## config.mk

```make
export PLATFORM = sky130hd
export DESIGN_NAME = crs_unit
export DESIGN_NICKNAME = d
export VERILOG_FILES = /design/src/verilog/crs_pkg.sv /design/src/verilog/crs_frame_word.sv /design/src/verilog/crs_stack_addr.sv /design/src/verilog/crs_unit.sv
export SDC_FILE = /design/constraint.sdc
export NUM_CORES = 1
export LEC_CHECK = 0
export ABC_CLOCK_PERIOD_IN_PS = 5700
export BUFFER_PORTS_ARGS = -buffer_cell sky130_fd_sc_hd__buf_2
export CORE_ASPECT_RATIO = 0.75
export CORE_MARGIN = 3
export CORE_UTILIZATION = 32
export CTS_CLUSTER_DIAMETER = 30
export DETAILED_ROUTE_END_ITERATION = 10
export GPL_ROUTABILITY_DRIVEN = 0
export PLACE_DENSITY = 0.52
export SYNTH_ARGS = -nofsm -noshare
export SYNTH_HDL_FRONTEND = slang
export SYNTH_HIERARCHICAL = 1
export SYNTH_SLANG_ARGS = --single-unit
```

## constraint.sdc

```tcl
create_clock -name ref_clk -period 5.7 [get_ports ref_clk]
set_clock_uncertainty 0.15 [all_clocks]
set_input_delay 0.285 -clock ref_clk [delete_from_list [all_inputs] [get_ports ref_clk]]
set_output_delay 0.285 -clock ref_clk [all_outputs]
set_load 0.05 [all_outputs]
```

## src/verilog/crs_pkg.sv

```systemverilog
// crs_pkg: shared constants and types of the call/return stack unit
package crs_pkg;
  // ***************************************************
  // widths
  // ***************************************************
  localparam int PC_W = 13;       // program counter width
  localparam int SP_W = 8;        // stack pointer width
  localparam int NIB_W = 4;       // one data memory word
  localparam int SW_W = 8;        // status word width
  localparam int RBS_W = 2;       // register bank select width
  localparam int REG_AW = 2;      // register port address width
  localparam int SHORT_W = 11;    // short call immediate width
  localparam int STEP_W = 3;      // frame step counter width
  localparam int BUF_N = 6;       // words of the largest read frame
  // ***************************************************
  // program counter nibble positions
  // ***************************************************
  localparam int PC_LO_LSB = 0;   // bits 3-0
  localparam int PC_MID_LSB = 4;  // bits 7-4
  localparam int PC_HI_LSB = 8;   // bits 11-8
  localparam int PC_TOP = 12;     // bit 12
  // ***************************************************
  // frame word fields
  // ***************************************************
  localparam int FLG_MBE = 3;     // four-word flag word: bank enables
  localparam int FLG_RBE = 2;
  localparam int FLG_PC12 = 0;    // flag word: program counter bit 12
  localparam int EXT_MBE = 1;     // six-word extra word: bank enables
  localparam int EXT_RBE = 0;
  localparam int ST_MBE = 1;      // status word bit positions
  localparam int ST_RBE = 0;
  // read frame word index, counted up from the stack pointer
  localparam int RD_PCH = 0;
  localparam int RD_FLG = 1;
  localparam int RD_PCL = 2;
  localparam int RD_PCM = 3;
  localparam int RD_EXT = 4;
  localparam int RD_SWH = 5;
  // ***************************************************
  // frame sizes and pointer moves
  // ***************************************************
  localparam logic [2:0] CALL6_WORDS = 3'h5;
  localparam logic [2:0] CALL4_WORDS = 3'h4;
  localparam logic [2:0] RET6_WORDS = 3'h5;
  localparam logic [2:0] RET4_WORDS = 3'h4;
  localparam logic [2:0] INTERRUPT_RETURN_WORDS = 3'h6;
  localparam logic [2:0] PAIR_WORDS = 3'h2;
  localparam logic [2:0] DELTA6 = 3'h6;
  localparam logic [2:0] DELTA4 = 3'h4;
  localparam logic [2:0] DELTA2 = 3'h2;
  localparam logic [2:0] DELTA0 = 3'h0;
  localparam logic [2:0] SKEW6 = 3'h2;  // six-word call starts at SP-2
  localparam logic [2:0] SKEW1 = 3'h1;  // other pushes start at SP-1
  // ***************************************************
  // register port map and reset values
  // ***************************************************
  localparam logic [1:0] REG_SP = 2'h0;
  localparam logic [1:0] REG_STATUS = 2'h1;
  localparam logic [1:0] REG_MBS = 2'h2;
  localparam logic [1:0] REG_RBS = 2'h3;
  localparam logic [7:0] SP_RST = 8'h00;
  localparam logic [7:0] SW_RST = 8'h00;
  localparam logic [3:0] MBS_RST = 4'h0;
  localparam logic [1:0] RBS_RST = 2'h0;
  // ***************************************************
  // commands and sequencer states
  // ***************************************************
  typedef enum logic [3:0] {
    OP_BR_BCDE, OP_BR_BCXA, OP_CALL, OP_SHORT_CALL, OP_RET, OP_RETURN_AND_SKIP,
    OP_INTERRUPT_RETURN, OP_PUSH_PAIR, OP_PUSH_BS, OP_POP_PAIR, OP_POP_BS
  } crs_op_type;
  typedef enum logic [2:0] {
    ST_IDLE, ST_WRITE, ST_READ, ST_DRAIN, ST_LAST, ST_FINISH
  } crs_state_type;
endpackage

```

## src/verilog/crs_frame_word.sv

```systemverilog
// crs_frame_word: offset and data of one pushed stack word
`timescale 1ns/1ns
module crs_frame_word (
  input wire crs_pkg::crs_op_type op,
  input wire logic six,
  input wire logic [2:0] step,
  input wire logic [12:0] pc,
  input wire logic mem_bank_enable_flag,
  input wire logic reg_bank_enable_flag,
  input wire logic [3:0] hi,
  input wire logic [3:0] lo,
  input wire logic [3:0] mem_bank_select,
  input wire logic [1:0] reg_bank_select,
  output logic [2:0] off,
  output logic [3:0] word
);
  logic [3:0] pcLo;  // return address nibbles
  logic [3:0] pcMid;
  logic [3:0] pcHi;
  assign pcLo = pc[crs_pkg::PC_LO_LSB +: crs_pkg::NIB_W];
  assign pcMid = pc[crs_pkg::PC_MID_LSB +: crs_pkg::NIB_W];
  assign pcHi = pc[crs_pkg::PC_HI_LSB +: crs_pkg::NIB_W];
  // word written at step, address below the stack pointer
  always_comb begin
    word = 4'h0;
    off = step + crs_pkg::SKEW1;
    unique case (op)
      crs_pkg::OP_CALL, crs_pkg::OP_SHORT_CALL: begin
        if (six) begin
          off = step + crs_pkg::SKEW6;
          unique case (step)
            3'h0: word = {2'b00, mem_bank_enable_flag, reg_bank_enable_flag};
            3'h1: word = pcMid;
            3'h2: word = pcLo;
            3'h3: word = {3'b000, pc[crs_pkg::PC_TOP]};
            default: word = pcHi;
          endcase
        end else begin
          unique case (step)
            3'h0: word = pcMid;
            3'h1: word = pcLo;
            3'h2: word = {mem_bank_enable_flag, reg_bank_enable_flag, 1'b0, pc[crs_pkg::PC_TOP]};
            default: word = pcHi;
          endcase
        end
      end
      // high at SP-1, low at SP-2
      crs_pkg::OP_PUSH_PAIR: word = (step == 3'h0) ? hi : lo;
      // memory select first, register select second
      crs_pkg::OP_PUSH_BS: word = (step == 3'h0) ? mem_bank_select : {2'b00, reg_bank_select};
      default: word = 4'h0;
    endcase
  end
endmodule

```

## src/verilog/crs_stack_addr.sv

```systemverilog
// crs_stack_addr: stack pointer plus or minus a small offset
`timescale 1ns/1ns
module crs_stack_addr (
  input wire logic [7:0] base,
  input wire logic [2:0] off,
  input wire logic down,
  output logic [7:0] result
);
  // wraps inside the 256-word stack space
  always_comb begin
    if (down) begin
      result = base - {5'h00, off};
    end else begin
      result = base + {5'h00, off};
    end
  end
endmodule

```

## src/verilog/crs_unit.sv

```systemverilog
// crs_unit: call, return, push and pop execution over the stack memory
`timescale 1ns/1ns
module crs_unit (
  input wire logic ref_clk,
  input wire logic rst_n,
  input wire logic clkEn,
  input wire logic [1:0] regAddr,
  input wire logic [7:0] regWdata,
  input wire logic regWr,
  input wire logic regRd,
  output logic [7:0] regRdata,
  input wire logic sixWordMode,
  input wire logic cmdValid,
  input wire crs_pkg::crs_op_type cmdOp,
  output logic cmdReady,
  input wire logic [12:0] cmdTarget,
  input wire logic [12:0] retPc,
  input wire logic [3:0] regA,
  input wire logic [3:0] regX,
  input wire logic [3:0] regB,
  input wire logic [3:0] regC,
  input wire logic [3:0] regD,
  input wire logic [3:0] regE,
  input wire logic [3:0] pairHi,
  input wire logic [3:0] pairLo,
  output logic [7:0] memAddr,
  output logic [3:0] memWdata,
  output logic memWe,
  output logic memRe,
  input wire logic [3:0] memRdata,
  output logic [12:0] pcOut,
  output logic pcLoad,
  output logic skipNext,
  output logic [3:0] popHi,
  output logic [3:0] popLo,
  output logic popLoad,
  output logic busy
);
  // ***************************************************
  // declarations
  // ***************************************************
  crs_pkg::crs_state_type stateFf, nxt_stateFf;  // sequencer state
  crs_pkg::crs_op_type opFf, nxt_opFf;           // command held
  logic sixFf, nxt_sixFf;                        // frame format held
  logic [2:0] stepFf, nxt_stepFf;                // frame word index
  logic [2:0] countFf, nxt_countFf;              // words in frame
  logic [2:0] deltaFf, nxt_deltaFf;              // stack pointer move
  logic downFf, nxt_downFf;                      // move direction
  logic [12:0] retPcFf, nxt_retPcFf;             // return address
  logic [12:0] targetFf, nxt_targetFf;           // branch target
  logic [3:0] hiFf, nxt_hiFf;                    // pushed pair
  logic [3:0] loFf, nxt_loFf;
  logic [7:0] spFf, nxt_spFf;                    // stack pointer
  logic [7:0] swFf, nxt_swFf;                    // status word
  logic [3:0] mbsFf, nxt_mbsFf;                  // memory bank select
  logic [1:0] rbsFf, nxt_rbsFf;                  // register bank select
  logic [7:0] rdataFf, nxt_rdataFf;              // register read data
  logic [7:0] memAddrFf, nxt_memAddrFf;          // memory port
  logic [3:0] memWdataFf, nxt_memWdataFf;
  logic memWeFf, nxt_memWeFf;
  logic memReFf, nxt_memReFf;
  logic rdValidFf, nxt_rdValidFf;                // read data stands now
  logic [2:0] capIdxFf, nxt_capIdxFf;            // next buffer slot
  logic [12:0] pcOutFf, nxt_pcOutFf;             // result outputs
  logic pcLoadFf, nxt_pcLoadFf;
  logic skipFf, nxt_skipFf;
  logic [3:0] popHiFf, nxt_popHiFf;
  logic [3:0] popLoFf, nxt_popLoFf;
  logic popLoadFf, nxt_popLoadFf;
  logic [3:0] bufFf [crs_pkg::BUF_N];            // read frame words
  logic [2:0] wrOff;                             // push word offset
  logic [3:0] wrWord;                            // push word data
  logic [7:0] wrAddr;                            // push word address
  logic [7:0] rdAddr;                            // pop word address
  logic [7:0] spMoved;                           // pointer after frame
  logic [12:0] retTarget;                        // return address read
  // ***************************************************
  // datapath helpers
  // ***************************************************
  crs_frame_word u_word (
    .op(opFf),
    .six(sixFf),
    .step(stepFf),
    .pc(retPcFf),
    .mem_bank_enable_flag(swFf[crs_pkg::ST_MBE]),
    .reg_bank_enable_flag(swFf[crs_pkg::ST_RBE]),
    .hi(hiFf),
    .lo(loFf),
    .mem_bank_select(mbsFf),
    .reg_bank_select(rbsFf),
    .off(wrOff),
    .word(wrWord)
  );
  crs_stack_addr u_wr_addr (
    .base(spFf),
    .off(wrOff),
    .down(1'b1),
    .result(wrAddr)
  );
  crs_stack_addr u_rd_addr (
    .base(spFf),
    .off(stepFf),
    .down(1'b0),
    .result(rdAddr)
  );
  crs_stack_addr u_sp_move (
    .base(spFf),
    .off(deltaFf),
    .down(downFf),
    .result(spMoved)
  );
  // return address: 11-8 at SP, 12 at SP+1, 3-0, then 7-4
  assign retTarget = {bufFf[crs_pkg::RD_FLG][crs_pkg::FLG_PC12],
                      bufFf[crs_pkg::RD_PCH], bufFf[crs_pkg::RD_PCM],
                      bufFf[crs_pkg::RD_PCL]};
  // ***************************************************
  // read capture buffer
  // ***************************************************
  genvar gi;
  generate
    for (gi = 0; gi < crs_pkg::BUF_N; gi++) begin : g_buf
      logic [3:0] nxt_buf;  // next value of this entry
      always_comb begin
        nxt_buf = bufFf[gi];
        if (rdValidFf && (capIdxFf == 3'(gi))) begin
          nxt_buf = memRdata;
        end
      end
      // entry register, frozen with the clock enable
      always_ff @(posedge ref_clk) begin
        if (!rst_n) begin
          bufFf[gi] <= 4'h0;
        end else if (clkEn) begin
          bufFf[gi] <= nxt_buf;
        end
      end
    end
  endgenerate
  // ***************************************************
  // sequencer, memory port and results
  // ***************************************************
  // next state of the instruction sequence
  always_comb begin
    nxt_stateFf = stateFf;
    nxt_opFf = opFf;
    nxt_sixFf = sixFf;
    nxt_stepFf = stepFf;
    nxt_countFf = countFf;
    nxt_deltaFf = deltaFf;
    nxt_downFf = downFf;
    nxt_retPcFf = retPcFf;
    nxt_targetFf = targetFf;
    nxt_hiFf = hiFf;
    nxt_loFf = loFf;
    nxt_memAddrFf = 8'h00;
    nxt_memWdataFf = 4'h0;
    nxt_memWeFf = 1'b0;
    nxt_memReFf = 1'b0;
    nxt_rdValidFf = memReFf;
    nxt_capIdxFf = rdValidFf ? capIdxFf + 3'h1 : capIdxFf;
    nxt_pcOutFf = pcOutFf;
    nxt_pcLoadFf = 1'b0;
    nxt_skipFf = 1'b0;
    nxt_popHiFf = popHiFf;
    nxt_popLoFf = popLoFf;
    nxt_popLoadFf = 1'b0;
    unique case (stateFf)
      crs_pkg::ST_IDLE: begin
        if (cmdValid) begin
          nxt_opFf = cmdOp;
          nxt_sixFf = sixWordMode;
          nxt_stepFf = 3'h0;
          nxt_capIdxFf = 3'h0;
          nxt_retPcFf = retPc;
          nxt_hiFf = pairHi;
          nxt_loFf = pairLo;
          nxt_targetFf = cmdTarget;
          nxt_deltaFf = crs_pkg::DELTA2;
          nxt_countFf = crs_pkg::PAIR_WORDS;
          nxt_downFf = 1'b0;
          nxt_stateFf = crs_pkg::ST_READ;
          unique case (cmdOp)
            crs_pkg::OP_BR_BCDE: begin
              // B bit 0 with C, D, E
              nxt_targetFf = {regB[0], regC, regD, regE};
              nxt_deltaFf = crs_pkg::DELTA0;
              nxt_stateFf = crs_pkg::ST_FINISH;
            end
            crs_pkg::OP_BR_BCXA: begin
              // B bit 0 with C, X, A
              nxt_targetFf = {regB[0], regC, regX, regA};
              nxt_deltaFf = crs_pkg::DELTA0;
              nxt_stateFf = crs_pkg::ST_FINISH;
            end
            crs_pkg::OP_CALL, crs_pkg::OP_SHORT_CALL: begin
              nxt_downFf = 1'b1;
              nxt_stateFf = crs_pkg::ST_WRITE;
              nxt_countFf = sixWordMode ? crs_pkg::CALL6_WORDS
                                        : crs_pkg::CALL4_WORDS;
              nxt_deltaFf = sixWordMode ? crs_pkg::DELTA6
                                        : crs_pkg::DELTA4;
              if (cmdOp == crs_pkg::OP_SHORT_CALL) begin
                nxt_targetFf = {{(crs_pkg::PC_W - crs_pkg::SHORT_W){1'b0}},
                                cmdTarget[crs_pkg::SHORT_W-1:0]};
              end
            end
            crs_pkg::OP_RET, crs_pkg::OP_RETURN_AND_SKIP: begin
              nxt_countFf = sixWordMode ? crs_pkg::RET6_WORDS
                                        : crs_pkg::RET4_WORDS;
              nxt_deltaFf = sixWordMode ? crs_pkg::DELTA6
                                        : crs_pkg::DELTA4;
            end
            crs_pkg::OP_INTERRUPT_RETURN: begin
              nxt_countFf = crs_pkg::INTERRUPT_RETURN_WORDS;
              nxt_deltaFf = crs_pkg::DELTA6;
            end
            crs_pkg::OP_PUSH_PAIR, crs_pkg::OP_PUSH_BS: begin
              nxt_downFf = 1'b1;
              nxt_stateFf = crs_pkg::ST_WRITE;
            end
            default: begin
              // pair and bank pops keep the two-word read
              nxt_stateFf = crs_pkg::ST_READ;
            end
          endcase
        end
      end
      crs_pkg::ST_WRITE: begin
        // one word per cycle, in frame order
        nxt_memAddrFf = wrAddr;
        nxt_memWdataFf = wrWord;
        nxt_memWeFf = 1'b1;
        nxt_stepFf = stepFf + 3'h1;
        if (stepFf == countFf - 3'h1) begin
          nxt_stateFf = crs_pkg::ST_FINISH;
        end
      end
      crs_pkg::ST_READ: begin
        // reads issued back to back from SP upward
        nxt_memAddrFf = rdAddr;
        nxt_memReFf = 1'b1;
        nxt_stepFf = stepFf + 3'h1;
        if (stepFf == countFf - 3'h1) begin
          nxt_stateFf = crs_pkg::ST_DRAIN;
        end
      end
      // last read strobe stands on the port
      crs_pkg::ST_DRAIN: nxt_stateFf = crs_pkg::ST_LAST;
      // last read word is captured
      crs_pkg::ST_LAST: nxt_stateFf = crs_pkg::ST_FINISH;
      crs_pkg::ST_FINISH: begin
        nxt_stateFf = crs_pkg::ST_IDLE;
        unique case (opFf)
          crs_pkg::OP_BR_BCDE, crs_pkg::OP_BR_BCXA,
          crs_pkg::OP_CALL, crs_pkg::OP_SHORT_CALL: begin
            // jump to the target, for calls after the frame is written
            nxt_pcOutFf = targetFf;
            nxt_pcLoadFf = 1'b1;
          end
          crs_pkg::OP_RET, crs_pkg::OP_INTERRUPT_RETURN: begin
            nxt_pcOutFf = retTarget;
            nxt_pcLoadFf = 1'b1;
          end
          crs_pkg::OP_RETURN_AND_SKIP: begin
            // unconditional skip at the return address
            nxt_pcOutFf = retTarget;
            nxt_pcLoadFf = 1'b1;
            nxt_skipFf = 1'b1;
          end
          crs_pkg::OP_POP_PAIR: begin
            // low from SP, high from SP+1
            nxt_popLoFf = bufFf[0];
            nxt_popHiFf = bufFf[1];
            nxt_popLoadFf = 1'b1;
          end
          default: begin
            // pushes and bank pop end without a result pulse
          end
        endcase
      end
      default: nxt_stateFf = crs_pkg::ST_IDLE;
    endcase
  end
  // sequencer registers
  always_ff @(posedge ref_clk) begin
    if (!rst_n) begin
      stateFf <= crs_pkg::ST_IDLE;
      opFf <= crs_pkg::OP_BR_BCDE;
      sixFf <= 1'b0;
      stepFf <= 3'h0;
      countFf <= 3'h0;
      deltaFf <= 3'h0;
      downFf <= 1'b0;
      retPcFf <= 13'h0000;
      targetFf <= 13'h0000;
      hiFf <= 4'h0;
      loFf <= 4'h0;
      memAddrFf <= 8'h00;
      memWdataFf <= 4'h0;
      memWeFf <= 1'b0;
      memReFf <= 1'b0;
      rdValidFf <= 1'b0;
      capIdxFf <= 3'h0;
      pcOutFf <= 13'h0000;
      pcLoadFf <= 1'b0;
      skipFf <= 1'b0;
      popHiFf <= 4'h0;
      popLoFf <= 4'h0;
      popLoadFf <= 1'b0;
    end else if (clkEn) begin
      stateFf <= nxt_stateFf;
      opFf <= nxt_opFf;
      sixFf <= nxt_sixFf;
      stepFf <= nxt_stepFf;
      countFf <= nxt_countFf;
      deltaFf <= nxt_deltaFf;
      downFf <= nxt_downFf;
      retPcFf <= nxt_retPcFf;
      targetFf <= nxt_targetFf;
      hiFf <= nxt_hiFf;
      loFf <= nxt_loFf;
      memAddrFf <= nxt_memAddrFf;
      memWdataFf <= nxt_memWdataFf;
      memWeFf <= nxt_memWeFf;
      memReFf <= nxt_memReFf;
      rdValidFf <= nxt_rdValidFf;
      capIdxFf <= nxt_capIdxFf;
      pcOutFf <= nxt_pcOutFf;
      pcLoadFf <= nxt_pcLoadFf;
      skipFf <= nxt_skipFf;
      popHiFf <= nxt_popHiFf;
      popLoFf <= nxt_popLoFf;
      popLoadFf <= nxt_popLoadFf;
    end
  end
  // ***************************************************
  // architectural registers and register port
  // ***************************************************
  // software writes first, the finishing instruction overrides
  always_comb begin
    nxt_spFf = spFf;
    nxt_swFf = swFf;
    nxt_mbsFf = mbsFf;
    nxt_rbsFf = rbsFf;
    nxt_rdataFf = 8'h00;
    if (regWr) begin
      unique case (regAddr)
        crs_pkg::REG_SP: nxt_spFf = regWdata;
        crs_pkg::REG_STATUS: nxt_swFf = regWdata;
        crs_pkg::REG_MBS: nxt_mbsFf = regWdata[crs_pkg::NIB_W-1:0];
        default: nxt_rbsFf = regWdata[crs_pkg::RBS_W-1:0];
      endcase
    end
    if (regRd) begin
      unique case (regAddr)
        crs_pkg::REG_SP: nxt_rdataFf = spFf;
        crs_pkg::REG_STATUS: nxt_rdataFf = swFf;
        crs_pkg::REG_MBS: nxt_rdataFf = {4'h0, mbsFf};
        default: nxt_rdataFf = {6'h00, rbsFf};
      endcase
    end
    if (stateFf == crs_pkg::ST_FINISH) begin
      // pointer moves by deltaFf: 6, 4 or 2 words, none for branches
      nxt_spFf = spMoved;
      unique case (opFf)
        crs_pkg::OP_RET, crs_pkg::OP_RETURN_AND_SKIP: begin
          // only the two bank enables change
          if (sixFf) begin
            nxt_swFf[crs_pkg::ST_MBE] =
              bufFf[crs_pkg::RD_EXT][crs_pkg::EXT_MBE];
            nxt_swFf[crs_pkg::ST_RBE] =
              bufFf[crs_pkg::RD_EXT][crs_pkg::EXT_RBE];
          end else begin
            nxt_swFf[crs_pkg::ST_MBE] =
              bufFf[crs_pkg::RD_FLG][crs_pkg::FLG_MBE];
            // skipping return clears the register enable
            nxt_swFf[crs_pkg::ST_RBE] = (opFf == crs_pkg::OP_RET) &
              bufFf[crs_pkg::RD_FLG][crs_pkg::FLG_RBE];
          end
        end
        // low nibble from SP+4, high from SP+5
        crs_pkg::OP_INTERRUPT_RETURN: nxt_swFf = {bufFf[crs_pkg::RD_SWH],
                                      bufFf[crs_pkg::RD_EXT]};
        crs_pkg::OP_POP_BS: begin
          // register select at SP, memory select at SP+1
          nxt_rbsFf = bufFf[0][crs_pkg::RBS_W-1:0];
          nxt_mbsFf = bufFf[1];
        end
        default: begin
          // other commands leave the status and selects alone
        end
      endcase
    end
  end
  // architectural register bank
  always_ff @(posedge ref_clk) begin
    if (!rst_n) begin
      spFf <= crs_pkg::SP_RST;
      swFf <= crs_pkg::SW_RST;
      mbsFf <= crs_pkg::MBS_RST;
      rbsFf <= crs_pkg::RBS_RST;
      rdataFf <= 8'h00;
    end else if (clkEn) begin
      spFf <= nxt_spFf;
      swFf <= nxt_swFf;
      mbsFf <= nxt_mbsFf;
      rbsFf <= nxt_rbsFf;
      rdataFf <= nxt_rdataFf;
    end
  end
  // ***************************************************
  // outputs
  // ***************************************************
  assign busy = (stateFf != crs_pkg::ST_IDLE);
  assign cmdReady = (stateFf == crs_pkg::ST_IDLE);
  assign regRdata = rdataFf;
  assign memAddr = memAddrFf;
  assign memWdata = memWdataFf;
  assign memWe = memWeFf;
  assign memRe = memReFf;
  assign pcOut = pcOutFf;
  assign pcLoad = pcLoadFf;
  assign skipNext = skipFf;
  assign popHi = popHiFf;
  assign popLo = popLoFf;
  assign popLoad = popLoadFf;
endmodule
```

==> summary.md <==
| Metric | Value |
|---|---|
| Final worst-path cycle share | between 60% and 70% |
| Design area | 9850 sq um |
| Post-synthesis mux area share | 7.17% |
| # clock sinks | 146 |
| Post-synth cell types | 91 |
| Antenna violations before repair | 1 |
| Fin. max-slew vios | 0 |
| Starting density of the core | 32.7% |
| HPWL Detailed | between 15000 and 20000 um |
| WP data arrival | 3.67 ns |
| CTS buffer count | 17 |
| Startpoint class of the critical path | flip-flop |
| Post-CTS Setup Bufs | 0 |
| Setup TNS | 0 ns |
| H-tree depth | 4 |
| Worst-path clk slew | ~0.060 ns |
| Total gr overflow | 0 |
| Final Non-Filler Cells | 1376 |
| Drt first-iter violations | 467 |
| Core Util, Final | 39.4% |
| Ys flop type | dfxtp_1 |
| CTS root buf | clkbuf_16 |
| Pwr/cell area | 282 nW/um^2 |
| Crit-path max cell delay | about 0.56 ns |
| EDFF count, synth | 24 |
| Worst Hold Class | primary input to flip-flop |
| Clock latency at the later pin of the worst-skew pair | ~0.43 ns |
| Cells along the critical path | nor3b_2 > nand2_2 > o21ai_0 > mux2i_1 > fa_1 > a21oi_2 > o211ai_1 > a21oi_1 > xnor2_1 > a22oi_1 > o2bb2ai_1 > and2_1 |
| Die area | 27500 sq um |
| DRT Pass-1 Iters | 4 |
| Post-Route WL | 23500 um |
| I/O pin count | 131 |
| DR WL/cell | about 17 um |
| Standard-cell rows | 50 |
| # setup viols final | 0 |
| Maxcap violations | 0 |
| Most frequent cells in the layout | 127 x buf_2, 125 x nand2_1, 122 x dfxtp_1 |
| Layout cells sized above 1 | 22.1% |
| Dpl cells | 1316 |
| First-pass GRT wire length | 36100 um |
| Tot GR Track Use | 17.0% |
| Cells resized by post-CTS repair | 0 |
| Die height | around 140 um |
| Synthesized area | 8180 sq um |
| Max VDD drop | 0.203 mV |
| WP buf/inv | 0 |
| Max clock buf depth | 2 |
| RSZ-0062 raised after global routing | no |
| Max-slew headroom | between 30% and 40% |
| Compound-cell area share of the yosys netlist | 21.1% |
| Flops & latches, synth | 146 |
| Main combinational cell family by area after synthesis | compound AO/OA/AOI/OAI gates |
| P_leak | 4.13 nW |
| DRC | 0 |
| Required time worst endpoint | 5.87 ns |
| Simple-Gate Fraction of Synth Area | 17.4% |
| Nature of the critical path endpoint | flip-flop |
| Vias | 6933 |
| Final Net Count | 1149 |
| Commonest non-fill, non-tap cell in the layout | buf_2 |
| Port Buffers | 127 |
| P&R area growth vs syn | 20.4% |
| Post-Syn Area per Cell | 9.16 sq um |
| Routed Antenna Nets | 0 |
| Worst slew pin tran | 1.04 ns |
| Register area share after synthesis | 38.6% |
| CP Class | flip-flop to flip-flop |
| Number of global-route vias before repair | ~6400 |
| DR vias/cell | slightly above 5 |
| Die Span X | 191 um |
| Minimum clock period | between 3 and 4 ns |
| Crit-path max FO | 13 |
| CTS tree | built |
| Syn Inst Count | 893 |
| Slowest cell on crit path | dfxtp_1 |
| Status | complete, no violations |
| Crit-path leading delay family | compound AO/OA/AOI/OAI gates |
| Post-synthesis adder-cell area fraction | 6.82% |
| Xor and xnor area share after synthesis | 3.06% |
| Fmax | 286 MHz |
| Yosys warns | 6 |
| Filler cell count | 2553 |
| Asr flop ratio synth | 0% |
| Placed standard-cell area | 9000 sq um |
| Std-Cell Core Area | between 20000 and 30000 sq um |
| Largest net degree at the start of global routing | 50 |
| Final hold viol count | 0 |
cell type report:
cell class / instances / area [sq um] / area share, %
clock inverters: 14 / 151 / 1.54
multi-input cells: 659 / 4590 / 46.5
repair buffers: 159 / 943 / 9.58
well taps: 338 / 423 / 4.29
clock buffers: 18 / 429 / 4.36
flip-flops and latches: 146 / 3160 / 32.1
inverters: 41 / 154 / 1.56
diodes: 1 / 2.50 / 0.0254
state kept, by name, indices dropped and copies added (netlist names), 8 cells and up:
register  flops
spFf          8
memAddr       8
regRdata      8
swFf          8
targetFf     13
retPcFf      13
bufFf        24
pcOut        13
through the flow:
| stage | setup WS, ns | hold WS [ns] | power, mW |
|---|---|---|---|
| 2_1_floorplan | 2.90 | 0.262 | 1.54 |
| 3_3_place_gp | 2.23 | 0.281 | 1.67 |
| 3_5_place_dp | 2.19 | 0.289 | 1.67 |
| 4_1_cts | 2.18 | 0.00184 | 2.81 |
| 5_1_grt | 1.94 | 0.00678 | 2.92 |
| 6_report | 2.20 | 0.0134 | 2.78 |
cells by family (layout without fill, tap and decap cells):
family,after synthesis,in the layout
flops,146,146
compound gates,231,231
buf+inv,96,232
other cells,2,11
xor+xnor,27,27
fa+ha+maj,43,43
mux,56,56
simple gates,292,292
worst paths after layout:
check | from | end | slack (ns) | depth (start not counted)
max reg2reg | opFf[1]$_SDFFE_PN0P_ | memAddr[6]$_SDFFE_PN0P_ | 2.20 | 12
min | regC[3] | targetFf[11]$_SDFFE_PN0P_ | 0.01 | 3
max | opFf[1]$_SDFFE_PN0P_ | memAddr[6]$_SDFFE_PN0P_ | 2.20 | 12
min reg2reg | regRdata[5]$_SDFFE_PN0P_ | regRdata[5]$_SDFFE_PN0P_ | 0.30 | 2
power breakdown:
group	leakage (nW)	total, mW	switching (mW)	internal, mW
Sequential	1.22	1.15	0.0535	1.10
Clock	0.283	1.12	0.471	0.650
Combinational	2.62	0.512	0.303	0.209
worst min-delay path, cell delays in order:
cell and delay [ns]:
buf_2 0.08, a221oi_1 0.06, nor3_1 0.11
timing repair:
item,4_1_cts,5_1_grt
endpoints found under the hold margin,29,0
hold buffers,27,0
setup endpoints to repair,0,0
per-layer routing:
metal  wire (um)  vias up  share of wire [%]  global-route usage [%]
met3        1210       13                5.2                    4.00
li1            -     3477                  -                       -
met4         170        2               0.72                    3.28
met1       12100     3281                 52                    25.6
met2       10000      160                 43                    24.8
met5          13        -              0.055                       0
cell usage after synthesis (6+ instances only):
library cell	count	area share (%)
inv_1	36	1.7
a21oi_1	58	3.5
xor2_1	11	1.2
a21oi_2	16	1.7
a22o_1	8	0.86
mux2i_1	53	6.5
xnor2_1	15	1.6
and3_1	12	0.92
buf_6	6	0.83
nand2_1	125	5.7
a211oi_1	13	1.2
buf_4	6	0.55
nor2b_1	15	1.1
o21ai_0	28	1.7
dfxtp_1	122	30
a21o_1	8	0.73
a2bb2oi_1	11	1.2
o211ai_1	10	0.92
ha_1	39	6.0
nand3_1	20	1.2
nand2b_1	6	0.46
nand2_2	11	0.84
nor2_1	59	2.7
a222oi_1	9	1.1
a311oi_1	7	0.75
clkbuf_1	25	1.1
nor3_1	7	0.43
o2bb2ai_1	8	0.86
buf_2	15	0.92
edfxtp_1	24	8.8
Note: power is estimated with default switching activity, not from simulation.
